### src/verilog/mesc_pkg.sv
package mesc_pkg;

    // ==================================================
    // Timing
    // ==================================================
    localparam longint MESC_CLK_HZ = 40000000;
    // Pass rate in millihertz, 2520.6 Hz
    localparam longint MESC_PASS_RATE_MHZ = 2520600;
    // Pass period rounds down to whole cycles
    localparam int MESC_PASS_CYCLES =
        int'((MESC_CLK_HZ * 1000) / MESC_PASS_RATE_MHZ);

    // ==================================================
    // Engine data word addresses
    // ==================================================
    localparam logic [9:0] MESC_ADDR_CONFIG = 10'h020;
    localparam logic [9:0] MESC_ADDR_SAG_THRESHOLD = 10'h024;
    localparam logic [9:0] MESC_ADDR_REAL_RATE = 10'h041;
    localparam logic [9:0] MESC_ADDR_REACT_RATE = 10'h042;
    localparam logic [9:0] MESC_ADDR_STATUS = 10'h080;

    // ==================================================
    // Reset values and field positions
    // ==================================================
    localparam logic [31:0] MESC_CONFIG_RST = 32'h00005020;
    localparam logic [31:0] MESC_SAG_THRESHOLD_RST = 32'h00000000;
    localparam logic [31:0] MESC_RATE_RST = 32'h00000000;
    localparam int MESC_CFG_WIDTH = 21;
    localparam int MESC_ST_F0_BIT = 28;
    localparam int MESC_ST_SAG_C_BIT = 27;
    localparam int MESC_ST_SAG_B_BIT = 26;
    localparam int MESC_ST_SAG_A_BIT = 25;
    localparam int MESC_SHUNT_SHIFT = 3;

    // Bits 20..0 of the configuration word
    typedef struct packed {
        logic [2:0] sag_enable;    // C, B, A
        logic sag_signal;
        logic host_temp_comp_select;
        logic [7:0] sag_sample_count;
        logic phase_select_high;
        logic phase_select_low;
        logic host_pulse_control_select;
        logic [2:0] shunt_gain;    // chan2, chan1, chan0
        logic pulse_fast;
        logic pulse_slow;
    } mesc_cfg_t;

    typedef struct packed {
        logic [9:0] addr;
        logic wr;
        logic rd;
        logic [31:0] wdata;
    } mesc_host_req_t;

endpackage

### src/verilog/mesc_sag_detect.sv
`timescale 1ns/1ps
module mesc_sag_detect
    import mesc_pkg::*;
(
    input wire logic clk_sys,
    input wire logic rst_n,
    input wire logic sample_stb,
    input wire logic [31:0] magnitude,
    input wire logic [31:0] threshold,
    input wire logic [7:0] count_limit,
    input wire logic enable,
    output logic sag_flag,
    output logic sag_event
);

    logic [7:0] count_reg;
    logic [7:0] count_next;
    logic flag_reg;
    logic flag_next;
    logic event_reg;
    wire below = magnitude < threshold;
    wire above = magnitude > threshold;
    wire reached = ({1'b0, count_reg} + 9'h001) >= {1'b0, count_limit};

    // ==================================================
    // Count and flag
    // ==================================================
    always_comb begin
        count_next = count_reg;
        flag_next = flag_reg;
        if (!enable) begin
            count_next = 8'h00;
            flag_next = 1'b0;
        end else if (sample_stb) begin
            if (below) begin
                if (count_reg != 8'hff) begin
                    count_next = count_reg + 8'h01;
                end
                if (reached) begin
                    flag_next = 1'b1; // RULE6
                end
            end else begin
                count_next = 8'h00; // RULE16
                // Equal to threshold neither sets nor clears
                if (above) begin
                    flag_next = 1'b0; // RULE7
                end
            end
        end
    end

    always_ff @(posedge clk_sys or negedge rst_n) begin
        if (!rst_n) begin
            count_reg <= 8'h00;
            flag_reg <= 1'b0;
            event_reg <= 1'b0;
        end else begin
            count_reg <= count_next;
            flag_reg <= flag_next;
            event_reg <= flag_next & ~flag_reg;
        end
    end

    assign sag_flag = flag_reg;
    assign sag_event = event_reg;

endmodule

### src/verilog/mesc_engine_regs.sv
`timescale 1ns/1ps
// Contract
// RULE1: A pass-complete interrupt pulse goes to the host once per pass at 2520.6 Hz.
// RULE2: The status word sits at engine address 0x80 and may be read every pass.
// RULE3: Status flags show the result of the preceding pass, not the current one.
// RULE4: Status bits 31:29 and 24:0 always read zero.
// RULE5: Status bit 28 is a square wave at the mains fundamental frequency.
// RULE6: A phase sag flag (27 C, 26 B, 25 A) sets after the set count of low samples.
// RULE7: A set sag flag clears only once that phase rises above the threshold; the code also clears it when that phase's sag detection is disabled.
// RULE8: The configuration word sits at address 0x20 and resets to 0x5020.
// RULE9: Configuration bits 20, 19, 18 enable sag detection for phases C, B, A.
// RULE10: With configuration bit 17 set each sag event toggles the aux pulse pin; the code toggles once for events on several phases in one cycle.
// RULE11: Configuration bit 16 hands temperature compensation to the host.
// RULE12: Field 15:8 is the consecutive low-sample count, default 80, max 255.
// RULE13: A set shunt bit applies a further gain of 8 to that current channel.
// RULE14: With host pulse control set, pulse rates follow host-written values.
// RULE15: With host pulse control clear, pulse rates follow the energy sums.
// RULE16: A phase's low-sample count restarts on any sample not below threshold.
// RULE17: A phase with sag detection disabled gives no aux pulse signalling.
module mesc_engine_regs
    import mesc_pkg::*;
#(
    parameter int PASS_CYCLES = MESC_PASS_CYCLES
)
(
    input wire logic clk_sys,
    input wire logic rst_n,
    input wire logic [9:0] host_addr,
    input wire logic host_wr,
    input wire logic host_rd,
    input wire logic [31:0] host_wdata,
    output logic [31:0] host_rdata,
    output logic host_rvalid,
    output logic pass_irq,
    input wire logic [31:0] phase_a_voltage,
    input wire logic [31:0] phase_b_voltage,
    input wire logic [31:0] phase_c_voltage,
    input wire logic [31:0] chan0_current,
    input wire logic [31:0] chan1_current,
    input wire logic [31:0] chan2_current,
    input wire logic [31:0] real_energy_sum,
    input wire logic [31:0] reactive_energy_sum,
    output logic [31:0] chan0_scaled,
    output logic [31:0] chan1_scaled,
    output logic [31:0] chan2_scaled,
    output logic [31:0] real_pulse_rate,
    output logic [31:0] reactive_pulse_rate,
    output logic host_temp_comp_active,
    output logic aux_pulse_output
);

    // ==================================================
    // Helpers
    // ==================================================
    function automatic logic [31:0] mag(input logic [31:0] v);
        mag = v[31] ? (~v + 32'h00000001) : v;
    endfunction

    function automatic logic [31:0] gain(input logic [31:0] v,
                                         input logic sel);
        gain = sel ? (v << MESC_SHUNT_SHIFT) : v;
    endfunction

    // ==================================================
    // Request decode
    // ==================================================
    mesc_host_req_t req;
    assign req = '{addr: host_addr, wr: host_wr, rd: host_rd,
                   wdata: host_wdata};

    wire hit_config = req.addr == MESC_ADDR_CONFIG;
    wire hit_thr = req.addr == MESC_ADDR_SAG_THRESHOLD;
    wire hit_real = req.addr == MESC_ADDR_REAL_RATE;
    wire hit_react = req.addr == MESC_ADDR_REACT_RATE;
    wire hit_status = req.addr == MESC_ADDR_STATUS;

    wire wr_config = req.wr & hit_config;
    wire wr_thr = req.wr & hit_thr;
    wire wr_real = req.wr & hit_real;
    wire wr_react = req.wr & hit_react;

    // ==================================================
    // Host-written registers
    // ==================================================
    mesc_cfg_t cfg_reg;
    logic [31:0] sag_threshold_reg;
    logic [31:0] host_real_pulse_rate_reg;
    logic [31:0] host_reactive_pulse_rate_reg;

    always_ff @(posedge clk_sys or negedge rst_n) begin
        if (!rst_n) begin
            cfg_reg <= mesc_cfg_t'(MESC_CONFIG_RST[MESC_CFG_WIDTH-1:0]); // RULE8
        end else if (wr_config) begin
            // Bits above 20 are not stored and read back as zero
            cfg_reg <= mesc_cfg_t'(req.wdata[MESC_CFG_WIDTH-1:0]); // RULE8
        end
    end

    always_ff @(posedge clk_sys or negedge rst_n) begin
        if (!rst_n) begin
            sag_threshold_reg <= MESC_SAG_THRESHOLD_RST;
            host_real_pulse_rate_reg <= MESC_RATE_RST;
            host_reactive_pulse_rate_reg <= MESC_RATE_RST;
        end else begin
            if (wr_thr) begin
                sag_threshold_reg <= req.wdata;
            end
            if (wr_real) begin
                host_real_pulse_rate_reg <= req.wdata; // RULE14
            end
            if (wr_react) begin
                host_reactive_pulse_rate_reg <= req.wdata; // RULE14
            end
        end
    end

    // ==================================================
    // Pass timer
    // ==================================================
    logic [15:0] pass_cnt_reg;
    logic [15:0] pass_cnt_next;
    wire pass_end = pass_cnt_reg == 16'(PASS_CYCLES - 1);

    assign pass_cnt_next = pass_end ? 16'h0000 : pass_cnt_reg + 16'h0001;

    always_ff @(posedge clk_sys or negedge rst_n) begin
        if (!rst_n) begin
            pass_cnt_reg <= 16'h0000;
        end else begin
            pass_cnt_reg <= pass_cnt_next; // RULE1
        end
    end

    // ==================================================
    // Sag detection, one per phase
    // ==================================================
    logic [2:0] sag_flag;
    logic [2:0] sag_event;
    logic [31:0] phase_mag [3];

    assign phase_mag[0] = mag(phase_a_voltage);
    assign phase_mag[1] = mag(phase_b_voltage);
    assign phase_mag[2] = mag(phase_c_voltage);

    for (genvar i = 0; i < 3; i++) begin : g_sag
        mesc_sag_detect u_sag (
            .clk_sys(clk_sys),
            .rst_n(rst_n),
            .sample_stb(pass_end),
            .magnitude(phase_mag[i]),
            .threshold(sag_threshold_reg),
            .count_limit(cfg_reg.sag_sample_count), // RULE12
            .enable(cfg_reg.sag_enable[i]), // RULE9
            .sag_flag(sag_flag[i]),
            .sag_event(sag_event[i])
        );
    end

    // ==================================================
    // Fundamental square wave
    // ==================================================
    // Follows the sign of phase A once per pass; the edges therefore land
    // on pass boundaries, so the period jitters by one pass at most.
    logic fundamental_square_wave_reg;

    always_ff @(posedge clk_sys or negedge rst_n) begin
        if (!rst_n) begin
            fundamental_square_wave_reg <= 1'b0;
        end else if (pass_end) begin
            fundamental_square_wave_reg <= ~phase_a_voltage[31]; // RULE5
        end
    end

    // ==================================================
    // Status word
    // ==================================================
    // Latched at the pass edge from values the previous pass left behind,
    // so the host never sees a flag change while it reads.
    logic [31:0] status_reg;
    logic [31:0] status_next;

    always_comb begin
        status_next = 32'h00000000; // RULE4
        status_next[MESC_ST_F0_BIT] = fundamental_square_wave_reg; // RULE5
        status_next[MESC_ST_SAG_C_BIT] = sag_flag[2];
        status_next[MESC_ST_SAG_B_BIT] = sag_flag[1];
        status_next[MESC_ST_SAG_A_BIT] = sag_flag[0];
    end

    always_ff @(posedge clk_sys or negedge rst_n) begin
        if (!rst_n) begin
            status_reg <= 32'h00000000;
        end else if (pass_end) begin
            status_reg <= status_next; // RULE3
        end
    end

    // ==================================================
    // Pass-complete interrupt
    // ==================================================
    logic pass_irq_reg;

    always_ff @(posedge clk_sys or negedge rst_n) begin
        if (!rst_n) begin
            pass_irq_reg <= 1'b0;
        end else begin
            pass_irq_reg <= pass_end; // RULE1
        end
    end

    // ==================================================
    // Read path
    // ==================================================
    logic [31:0] rdata_mux;
    logic [31:0] host_rdata_reg;
    logic host_rvalid_reg;

    assign rdata_mux =
        hit_config ? {{(32-MESC_CFG_WIDTH){1'b0}}, cfg_reg} :
        hit_thr ? sag_threshold_reg :
        hit_real ? host_real_pulse_rate_reg :
        hit_react ? host_reactive_pulse_rate_reg :
        hit_status ? status_reg : // RULE2
        32'h00000000;

    always_ff @(posedge clk_sys or negedge rst_n) begin
        if (!rst_n) begin
            host_rdata_reg <= 32'h00000000;
            host_rvalid_reg <= 1'b0;
        end else begin
            host_rvalid_reg <= req.rd;
            if (req.rd) begin
                host_rdata_reg <= rdata_mux;
            end
        end
    end

    // ==================================================
    // Aux pulse signalling
    // ==================================================
    // Disabled phases hold their flag low, so they raise no event here.
    logic aux_pulse_reg;
    wire sag_toggle = cfg_reg.sag_signal & (|sag_event); // RULE10 RULE17

    always_ff @(posedge clk_sys or negedge rst_n) begin
        if (!rst_n) begin
            aux_pulse_reg <= 1'b0;
        end else if (sag_toggle) begin
            aux_pulse_reg <= ~aux_pulse_reg; // RULE10
        end
    end

    // ==================================================
    // Datapath outputs
    // ==================================================
    logic [31:0] chan0_scaled_reg;
    logic [31:0] chan1_scaled_reg;
    logic [31:0] chan2_scaled_reg;
    logic [31:0] real_rate_reg;
    logic [31:0] react_rate_reg;
    logic temp_comp_reg;

    wire [31:0] real_rate_sel = cfg_reg.host_pulse_control_select ?
        host_real_pulse_rate_reg : real_energy_sum; // RULE14 RULE15
    wire [31:0] react_rate_sel = cfg_reg.host_pulse_control_select ?
        host_reactive_pulse_rate_reg : reactive_energy_sum; // RULE14 RULE15

    always_ff @(posedge clk_sys or negedge rst_n) begin
        if (!rst_n) begin
            chan0_scaled_reg <= 32'h00000000;
            chan1_scaled_reg <= 32'h00000000;
            chan2_scaled_reg <= 32'h00000000;
        end else begin
            chan0_scaled_reg <= gain(chan0_current, cfg_reg.shunt_gain[0]); // RULE13
            chan1_scaled_reg <= gain(chan1_current, cfg_reg.shunt_gain[1]); // RULE13
            chan2_scaled_reg <= gain(chan2_current, cfg_reg.shunt_gain[2]); // RULE13
        end
    end

    always_ff @(posedge clk_sys or negedge rst_n) begin
        if (!rst_n) begin
            real_rate_reg <= 32'h00000000;
            react_rate_reg <= 32'h00000000;
            temp_comp_reg <= 1'b0;
        end else begin
            real_rate_reg <= real_rate_sel;
            react_rate_reg <= react_rate_sel;
            temp_comp_reg <= cfg_reg.host_temp_comp_select; // RULE11
        end
    end

    assign host_rdata = host_rdata_reg;
    assign host_rvalid = host_rvalid_reg;
    assign pass_irq = pass_irq_reg;
    assign aux_pulse_output = aux_pulse_reg;
    assign chan0_scaled = chan0_scaled_reg;
    assign chan1_scaled = chan1_scaled_reg;
    assign chan2_scaled = chan2_scaled_reg;
    assign real_pulse_rate = real_rate_reg;
    assign reactive_pulse_rate = react_rate_reg;
    assign host_temp_comp_active = temp_comp_reg;

endmodule

### config.mk
export PLATFORM = sky130hd
export DESIGN_NAME = mesc_engine_regs
export DESIGN_NICKNAME = d
export VERILOG_FILES = /design/src/verilog/mesc_pkg.sv /design/src/verilog/mesc_sag_detect.sv /design/src/verilog/mesc_engine_regs.sv
export SDC_FILE = /design/constraint.sdc
export NUM_CORES = 1
export LEC_CHECK = 0
export ABC_CLOCK_PERIOD_IN_PS = 7070
export BUFFER_PORTS_ARGS = -buffer_cell sky130_fd_sc_hd__buf_2
export CAP_MARGIN = 20
export CORE_MARGIN = 4
export CORE_UTILIZATION = 40
export CTS_CLUSTER_DIAMETER = 30
export DETAILED_ROUTE_END_ITERATION = 8
export GPL_ROUTABILITY_DRIVEN = 1
export PLACE_DENSITY = 0.64
export SLEW_MARGIN = 0
export SYNTH_ARGS = -nofsm -noshare
export SYNTH_HDL_FRONTEND = slang
export SYNTH_SLANG_ARGS = --single-unit
export TNS_END_PERCENT = 50
### constraint.sdc
create_clock -name clk_sys -period 7.07 [get_ports clk_sys]
set_clock_uncertainty 0.2 [all_clocks]
set_input_delay 1.414 -clock clk_sys [delete_from_list [all_inputs] [get_ports clk_sys]]
set_output_delay 1.414 -clock clk_sys [all_outputs]
set_load 0.05 [all_outputs]
# == After elaboration in Yosys (flattened, before gate mapping) ==
# Index checks and enable logic that the tools add are counted.
# word_totals
in_bits,302
register_bits,364
latchBits,0
word_cells,130
out_inout_bits,196
mem_bits_ro,0
memories,0
ram_bits,0
# op_classes
mux,41
n_reduce_logical,4
n_div,0
shift,0
n_lt_le_gt_ge,9
addsub,10
bitwise_logic,16
n_eq_ne,15
mul,0
# op_table
operator,count
$mux W32,12
$add A32 B1 Y32 const B,3
$gt A32 B32 Y1,3
$lt A32 B32 Y1,3
$mux W8,12
$not A32 Y32,3
$mux W29,1
$add A8 B1 Y9 const B,3
$ge A9 B8 Y1,3
$add A8 B1 Y8 const B,3
$ne A8 B8 Y1 const B,3
$eq A10 B6 Y1 const B,2
$eq A10 B7 Y1 const B,2
$add A16 B1 Y16 const B,1
$eq A16 B14 Y1 const B,1
$mux W16,1
$mux W1,15
$eq A10 B8 Y1 const B,1
$ne A3 B3 Y1 const B,3
$and A1 B1 Y1,8
$ne A2 B1 Y1 const B,3
$reduce_and A2 Y1,3
$not A1 Y1,5
$reduce_or A3 Y1,1

# == Longest topological paths before layout ==
# Gate-level depths: netlist of the first run.
# depth
word_depth,9
mapped_depth,18

# == Cells and area by module ==
# Synthesis of the first run repeated with hierarchy kept, for this count alone.
# hier_totals
cells_unflattened,1882
area_unflattened_um2,20453.4
# modules_own_cells
mod,cells_per_inst,area_per_inst_um2,instances
mesc_engine_regs,1228,15307.2,1
mesc_sag_detect,218,1715.4,3

# == Worst setup path after synthesis of the first run ==
# No wires, ideal clock.
# synth_timing
kind,input to register
start,input phase_c_voltage[15]
end,register g_sag[2].u_sag.count_reg[4]
arrival_time_ps,5282
n_path_buf,1
setup_slack_ps,1494
stages,15
t_required_ps,6776
path_cell_list,or4_1 or3_1 or3_1 or2_2 nand2b_4 o41ai_2 xnor2_1 ha_1 nand4_1 nor3_1 a221o_1 or4_1 clkbuf_1 a31o_2 a211oi_1
# synth_between
elab_chain_cells,7
word_cells_on_any_way,9
cone_classes,add/sub: 1; order compare: 1; eq/ne: 1; mux: 4; bitwise: 1; reduce/logical: 1
# synth_rtl
element,line_no,text
"start, declared",mesc_engine_regs.sv:37,"input wire logic [31:0] phase_c_voltage,"
$not A32 Y32,mesc_engine_regs.sv:56,mag = v[31] ? (~v + 32'h00000001) : v;
$add A32 B1 Y32,mesc_engine_regs.sv:56,
$mux W32 (*),mesc_engine_regs.sv:56,
$lt A32 B32 Y1 (*),mesc_sag_detect.sv:21,wire below = magnitude < threshold;
$mux W8,mesc_sag_detect.sv:35,if (below) begin
$mux W8,mesc_sag_detect.sv:34,end else if (sample_stb) begin
$mux W8,mesc_sag_detect.sv:31,if (!enable) begin
"end signal, assigned",mesc_sag_detect.sv:58,count_reg <= count_next;
"end, declared",mesc_sag_detect.sv:16,logic [7:0] count_reg;
# Every way passes the cells marked *; elsewhere a longest branch is shown, timed or not. The select of a mux whose other input is x is not followed.
# A chain may end at the register's enable or synchronous reset.

# == Final worst setup path of the first run ==
# layout_timing
start,input phase_c_voltage[7]
end,register g_sag[2].u_sag.count_reg[0]
# Same word-level chain as after synthesis.

==> results of run 1 <==
worst reg2reg max path, stage by stage (launching register included):
cell and delay, ns:
dfrtp_1 0.36, inv_1 0.28, ha_1 0.34, nand4_1 0.17
nor3_1 0.10, a21boi_0 0.13, o41a_1 0.46, or4_1 0.65
a31o_2 0.31, a211oi_1 0.22
stage by stage:
| stage | power [mW] | setup WS (ns) | cells | cell area [um2] |
|---|---|---|---|---|
| after floorplan | 2.658 | 1.494 | 1710 | 19410 |
| after global placement | 2.962 | 0.6124 | 2764 | 22550 |
| after detailed placement | 2.978 | 0.5190 | 2764 | 22550 |
| after CTS | 7.119 | 1.150 | 2924 | 25640 |
| after global routing | 7.320 | 0.9921 | 2927 | 25680 |
| final | 7.058 | 1.242 | 2927 | 25680 |
area by class of cell:
cell class / instances / share of cell area (%)
clock inverters: 43 / 2.568
clock buffers: 117 / 9.463
well taps: 615 / 2.997
flip-flops and latches: 364 / 35.51
multi-input cells: 1219 / 38.32
diodes: 2 / 0.01949
inverters: 56 / 0.8187
repair buffers: 511 / 10.31
per-layer routing:
| metal | vias to the layer above | part of all wire, % | track usage (%) |
|---|---|---|---|
| met5 | - | 0 | 0 |
| met4 | 0 | 2.7 | 8.496 |
| met3 | 90 | 7.0 | 6.287 |
| met2 | 601 | 47 | 40.54 |
| met1 | 7912 | 43 | 33.56 |
| li1 | 7341 | - | - |
synthesized netlist by cell type (all sizes together) (4+ instances only):
cell,count,area share [%]
a211oi,10,0.39
a21boi,4,0.15
a21o,13,0.50
a21oi,70,1.8
a221oi,7,0.32
a222oi,16,0.83
a22oi,17,0.66
a31oi,17,0.55
and2,10,0.32
and3,14,0.45
and4,4,0.18
buf,14,0.27
clkbuf,57,1.1
dfrtp,361,47
ha,128,8.3
inv,56,1.1
mux2,294,17
nand2,133,2.6
nand2b,10,0.40
nand3,37,0.95
nand4,35,1.1
nor2,74,1.4
nor2b,15,0.48
nor3,16,0.41
nor4,16,0.52
nor4b,4,0.18
o211ai,5,0.19
o21ai,55,1.4
o31ai,26,1.0
o41ai,17,0.90
or2,5,0.16
or3,11,0.38
or4,14,0.58
xnor2,96,4.3
xor2,21,0.95
kinds of logic (layout without fill, tap and decap cells):
group           Yosys count  after routing  share of synthesized area (%)
compound gates          276            276                          9.599
xor+xnor                117            117                          5.280
fa+ha+maj               128            128                          8.252
buf+inv                 127            727                          2.456
flops                   364            364                          46.95
mux                     294            294                          17.06
other cells               0              2                              0
simple gates            404            404                          10.40
power breakdown:
part	internal [mW]	switching [mW]	leakage, nW
logic	0.268	0.509	6.04
clock network	2.80	1.31	1.49
registers	2.15	0.0253	4.67
total	5.22	1.84	12.2
final timing paths:
| kind | slack (ns) | end | from |
|---|---|---|---|
| min reg2reg | 0.22 | host_temp_comp_active$_DFF_PN0_ | cfg_reg[16]$_DFFE_PN0P_ |
| max | 1.24 | g_sag[2].u_sag.count_reg[0]$_DFFE_PN0P_ | phase_c_voltage[7] |
| min in group asynchronous | 0.46 | host_reactive_pulse_rate_reg[18]$_DFFE_PN0P_ | rst_n |
| max reg2reg | 3.76 | g_sag[2].u_sag.count_reg[5]$_DFFE_PN0P_ | sag_threshold_reg[14]$_DFFE_PN0P_ |
| max in group asynchronous | 4.87 | chan0_scaled[11]$_DFF_PN0_ | rst_n |
| min | 0.22 | host_temp_comp_active$_DFF_PN0_ | cfg_reg[16]$_DFFE_PN0P_ |
==> flow_metrics.py, run 1 <==
metrics = {
    "timing": {
        "worstMarginPinSlew_ns": 1.196,
        "timing.final.max_slew_violations": 0,
        "fin_crit_ns": 5.828,
        "timing_hold_violations_final": 0,
        "post-route-period-util_pct": 82.43,
        "timing.fmax_mhz": 171.6,
        "grt_setup_unrepaired": "false",
        "fin_hold_ws_ns": 0.2213,
        "max-slew-margin-rel_pct": 20.28,
        "report.final.setup_viol": 0,
        "tns_ns": 0,
    },
    "yosys": {
        "synth_enable_flop_cells": 0,
        "synth-seq-cells": 364,
        "avgSynthCellArea_um2": 11.35,
        "synth_area_mm2": 0.01941,
        "synth-async-reset-ratio_pct": 100.0,
        "fraction_of_the_yosys_area_taken_by_sequential_cells_pct": 46.95,
        "postSynth.topFlopCell": "dfrtp_1",
        "yosys_warnings": 0,
        "syn_inst": 1710,
        "postSynthNetCount": 2140,
        "synth_cell_type_count": 58,
    },
    "power_and_ir_drop": {
        "power.ir.vdd_worst_mv": 0.1843,
        "static-leakage-power_nw": 12.19,
        "power-per-cell-area_mw_per_mm2": 274.9,
    },
    "floorplanning": {
        "chipWidth_um": 228.3,
        "placeableCoreArea_mm2": 0.04785,
        "core.rowCount": 80,
        "ioPinCount": 498,
        "dieHeight_um": 228.3,
        "initial_core_util_pct": 40.56,
        "fp.dieArea_mm2": 0.05211,
    },
    "cts": {
        "cts_htree_levels": 3,
        "tritoncts": "yes",
        "worst_skew_pair.late_latency_ns": 0.62,
        "cts.clk_slew.worst_paths_ns": 0.05,
        "setup_buffers_after_cts": 0,
        "cts_sinks": 364,
        "cts_repair_resize_count": 0,
        "cts_buffers": 86,
        "cts.hold.buffers_added": 0,
        "max-clock-path-buffers": 3,
        "clk_root_buffer_cell": "clkbuf_16",
    },
    "placed_design": {
        "portBuffers": 497,
        "place.detailed.hpwl_mm": 49.81,
        "gp_congestion": 0.9323,
    },
    "global_route": {
        "antenna_found_initial": 6,
        "first_global_vias": 17070,
        "grt_pass1_wl_mm": 102.2,
        "grt_usage_pct": 25.24,
        "grt_overflow": 0,
        "grt_start_max_net_pins": 174,
    },
    "finish": {
        "fin_util_pct": 53.66,
        "multi_input_area_mm2": 0.009838,
        "final.fill_count": 4216,
        "syn2layout_area_growth_pct": 32.29,
        "share_of_post_route_cells_with_drive_strength_above_1_pct": 42.08,
        "layout_common_cells": "496 x buf_2, 361 x dfrtp_1, 294 x mux2_2, 130 x nand2_1, 128 x ha_1",
        "finish.net_count": 2668,
        "final_common_cell": "buf_2",
        "regArea_mm2": 0.009116,
    },
    "routing": {
        "initialDrtViolationCount": 1145,
        "totalWireLength_mm": 66.61,
        "via_count": 15940,
        "post-route-drc-count": 0,
        "detailedRoute.firstPassIterationCount": 5,
        "drtAntennaViolNets": 0,
        "detail_route.wl_per_cell_um": 22.76,
        "routed_via_density": 5.447,
    },
    "setup_path": {
        "slowest_cell_on_the_critical_path": "nor4_1",
        "timing.reg2reg.worst_path_depth": 9,
        "cpPeakStageDelay_ns": 0.66,
        "path_delay_family": "simple AND/OR/NAND/NOR gates",
        "cp.depth": 15,
        "cp_startpoint_kind": "primary input",
        "critical_path.n_buffers_inverters": 1,
        "cp.required_ns": 7.35,
        "end_kind": "register",
        "cell_by_cell_trace_of_the_critical_path": "buf_2, nor4_1, nand4_1, or3_1, or2_2, nand2b_4, o41ai_2, xnor2_1, ha_1, nand4_1, nor4_1, o41a_1, or4_1, o21ai_0, and2_1",
        "worst-path-max-fanout": 10,
        "setup.worst_path.class": "in2reg",
        "critical_path_data_arrival_time_ns": 6.11,
    },
    "flow_run": {
        "max_cap_violations": 0,
    },
    "status": {
        "run_status": "complete, no violations",
    },
    "worst_hold_path": {
        "timing.hold.worst.class": "reg2reg",
        "worst_hold_path.num_cells": 0,
    },
}
Note: power is estimated with default switching activity, not from simulation.
==> run 2, diff against run 1 <==
ABC_CLOCK_PERIOD_IN_PS = 5450   (was 7070)
clock period = 5.45 ns   (was 7.07 ns; I/O delays follow)
==> flow_metrics.py, run 2 (synthesis gave the netlist of run 1 again) <==
metrics = {
    "power_and_ir_drop": {
        "p_switching_mw": 2.328,
        "power_report.internal_total_mw": 6.860,
        "static-leakage-power_nw": 12.35,
        "p_seq_share_pct": 30.7,
        "switching_share_of_power_pct": 25.34,
        "power-per-cell-area_mw_per_mm2": 354.6,
        "totalPowerFinal_mw": 9.189,
        "power.ir.vdd_worst_mv": 0.3046,
        "power.combinational.fraction_pct": 11.1,
        "part_of_the_power_in_the_clock_network_pct": 58.2,
    },
    "setup_path": {
        "end_kind": "register",
        "slowest_cell_on_the_critical_path": "or4_4",
        "cp_startpoint_kind": "primary input",
        "worst-path-max-fanout": 6,
        "cell_by_cell_trace_of_the_critical_path": "buf_2, or4_4, or4_4, or3_4, or2_1, nand2b_4, o21ai_0, xnor2_1, ha_1, nand4_1, nor2_1, a221oi_1, o211ai_1, or3_1, buf_4, nor4_1, o21a_1",
        "critical_path.n_buffers_inverters": 2,
        "cp.required_ns": 5.77,
        "critical_path_data_arrival_time_ns": 5.48,
        "cpPeakStageDelay_ns": 0.53,
        "path_delay_family": "simple AND/OR/NAND/NOR gates",
        "setup.worst_path.class": "in2reg",
        "crit_path_frequent_cell": "or4_4",
    },
    "cts": {
        "cts_sinks": 364,
        "setup_buffers_after_cts": 0,
        "cts_htree_levels": 3,
        "worst_skew_pair.late_latency_ns": 0.61,
        "cts.hold.buffers_added": 0,
        "cts.clk_slew.worst_paths_ns": 0.05,
        "clk_root_buffer_cell": "clkbuf_16",
        "cts_repair_resize_count": 0,
        "max-clock-path-buffers": 3,
        "tritoncts": "yes",
        "cts_buffers": 86,
    },
    "timing": {
        "timing.final.max_slew_violations": 0,
        "timing_hold_violations_final": 0,
        "report.final.setup_viol": 0,
        "max-slew-margin-rel_pct": 29.19,
        "fin_hold_ws_ns": 0.1968,
        "worstMarginPinSlew_ns": 1.062,
        "final.setup.worst_slack_ns": 0.2932,
        "post-route-period-util_pct": 94.62,
        "timing.fmax_mhz": 193.9,
        "fin_crit_ns": 5.157,
        "grt_setup_unrepaired": "false",
    },
    "floorplanning": {
        "fp.dieArea_mm2": 0.05211,
        "chipWidth_um": 228.3,
        "initial_core_util_pct": 40.56,
        "core.rowCount": 80,
        "dieHeight_um": 228.3,
        "placeableCoreArea_mm2": 0.04785,
        "ioPinCount": 498,
    },
    "finish": {
        "fin_util_pct": 54.16,
        "final.fill_count": 4201,
        "syn2layout_area_growth_pct": 33.52,
        "final-instance-count-excl-fill": 2960,
        "final_common_cell": "buf_2",
        "share_of_post_route_cells_with_drive_strength_above_1_pct": 43.30,
        "layout_common_cells": "496 x buf_2, 361 x dfrtp_1, 294 x mux2_2, 130 x nand2_1, 128 x ha_1",
        "finish.net_count": 2705,
    },
    "global_route": {
        "grt_start_max_net_pins": 128,
        "grt_usage_pct": 24.40,
        "first_global_vias": 16650,
        "grt_pass1_wl_mm": 99.19,
        "antenna_found_initial": 3,
        "grt_overflow": 0,
    },
    "placed_design": {
        "place.detailed.hpwl_mm": 49.31,
        "pre_cts_ws_ns": -0.2671,
        "portBuffers": 497,
        "gp_congestion": 0.9088,
        "placedCellCount": 2802,
    },
    "worst_hold_path": {
        "timing.hold.worst.class": "reg2reg",
    },
    "routing": {
        "drtAntennaViolNets": 0,
        "post-route-drc-count": 0,
        "routed_via_density": 5.420,
        "initialDrtViolationCount": 1119,
        "totalWireLength_mm": 65.17,
        "detail_route.wl_per_cell_um": 22.02,
        "detailedRoute.firstPassIterationCount": 5,
        "via_count": 16040,
    },
    "status": {
        "run_status": "complete, no violations",
    },
    "flow_run": {
        "max_cap_violations": 0,
    },
}
-- run 2: worst reg2reg max path: stages (launching register included) --
cell and delay (ns):
dfrtp_1 0.36, inv_1 0.27, ha_1 0.33, nand4_1 0.19, nor3_1 0.16, a21boi_0 0.22, o41a_1 0.45, or4_1 0.42
buf_4 0.19, a31o_2 0.22, a211oi_1 0.22
-- run 2: final timing paths --
check,slack (ns),cells after the start,startpoint,to
min in group asynchronous,0.32,1,rst_n,pass_irq$_DFF_PN0_
hold reg to reg,0.20,0,cfg_reg[16]$_DFFE_PN0P_,host_temp_comp_active$_DFF_PN0_
hold / removal,0.20,0,cfg_reg[16]$_DFFE_PN0P_,host_temp_comp_active$_DFF_PN0_
max in group asynchronous,3.51,2,rst_n,chan2_scaled[10]$_DFF_PN0_
setup reg to reg,2.10,10,sag_threshold_reg[14]$_DFFE_PN0P_,g_sag[2].u_sag.count_reg[5]$_DFFE_PN0P_
setup / recovery,0.29,17,phase_a_voltage[13],g_sag[0].u_sag.count_reg[2]$_DFFE_PN0P_
-- run 2: power groups by stage --
stage / sequential [mW] / clock [mW] / combinational, mW
6_report: 2.82 / 5.35 / 1.02
3_3_place_gp: 2.86 / 0 / 0.994
2_1_floorplan: 3.09 / 0 / 0.359
4_1_cts: 2.82 / 5.43 / 1.02
5_1_grt: 2.83 / 5.59 / 1.11
3_5_place_dp: 2.86 / 0 / 1.01
-- run 2: final cells by class --
class / count / area, um2 / area share (%)
inverters: 56 / 210.2 / 0.8111
clock inverters: 49 / 688.2 / 2.655
flip-flops and latches: 364 / 9116 / 35.18
diodes: 1 / 2.502 / 0.009656
well taps: 615 / 769.5 / 2.969
clock buffers: 108 / 2385 / 9.202
repair buffers: 548 / 2905 / 11.21
multi-input cells: 1219 / 9838 / 37.96
-- run 2: metal layers --
layer  GRT usage (%)  share of wire (%)  up-vias
li1                -                  -     7415
met5               0              0.040        -
met2           39.16                 47      560
met4           7.061                2.3        4
met1           33.18                 44     7968
met3           5.739                6.7       97
-- run 2: per-stage QoR --
stage | instance area [um2] | setup TNS [ns]
3_3_place_gp | 22840 | -1.327
2_1_floorplan | 19410 | 0
6_report | 25910 | 0
4_1_cts | 25910 | 0
5_1_grt | 25910 | 0
3_5_place_dp | 22840 | -2.162
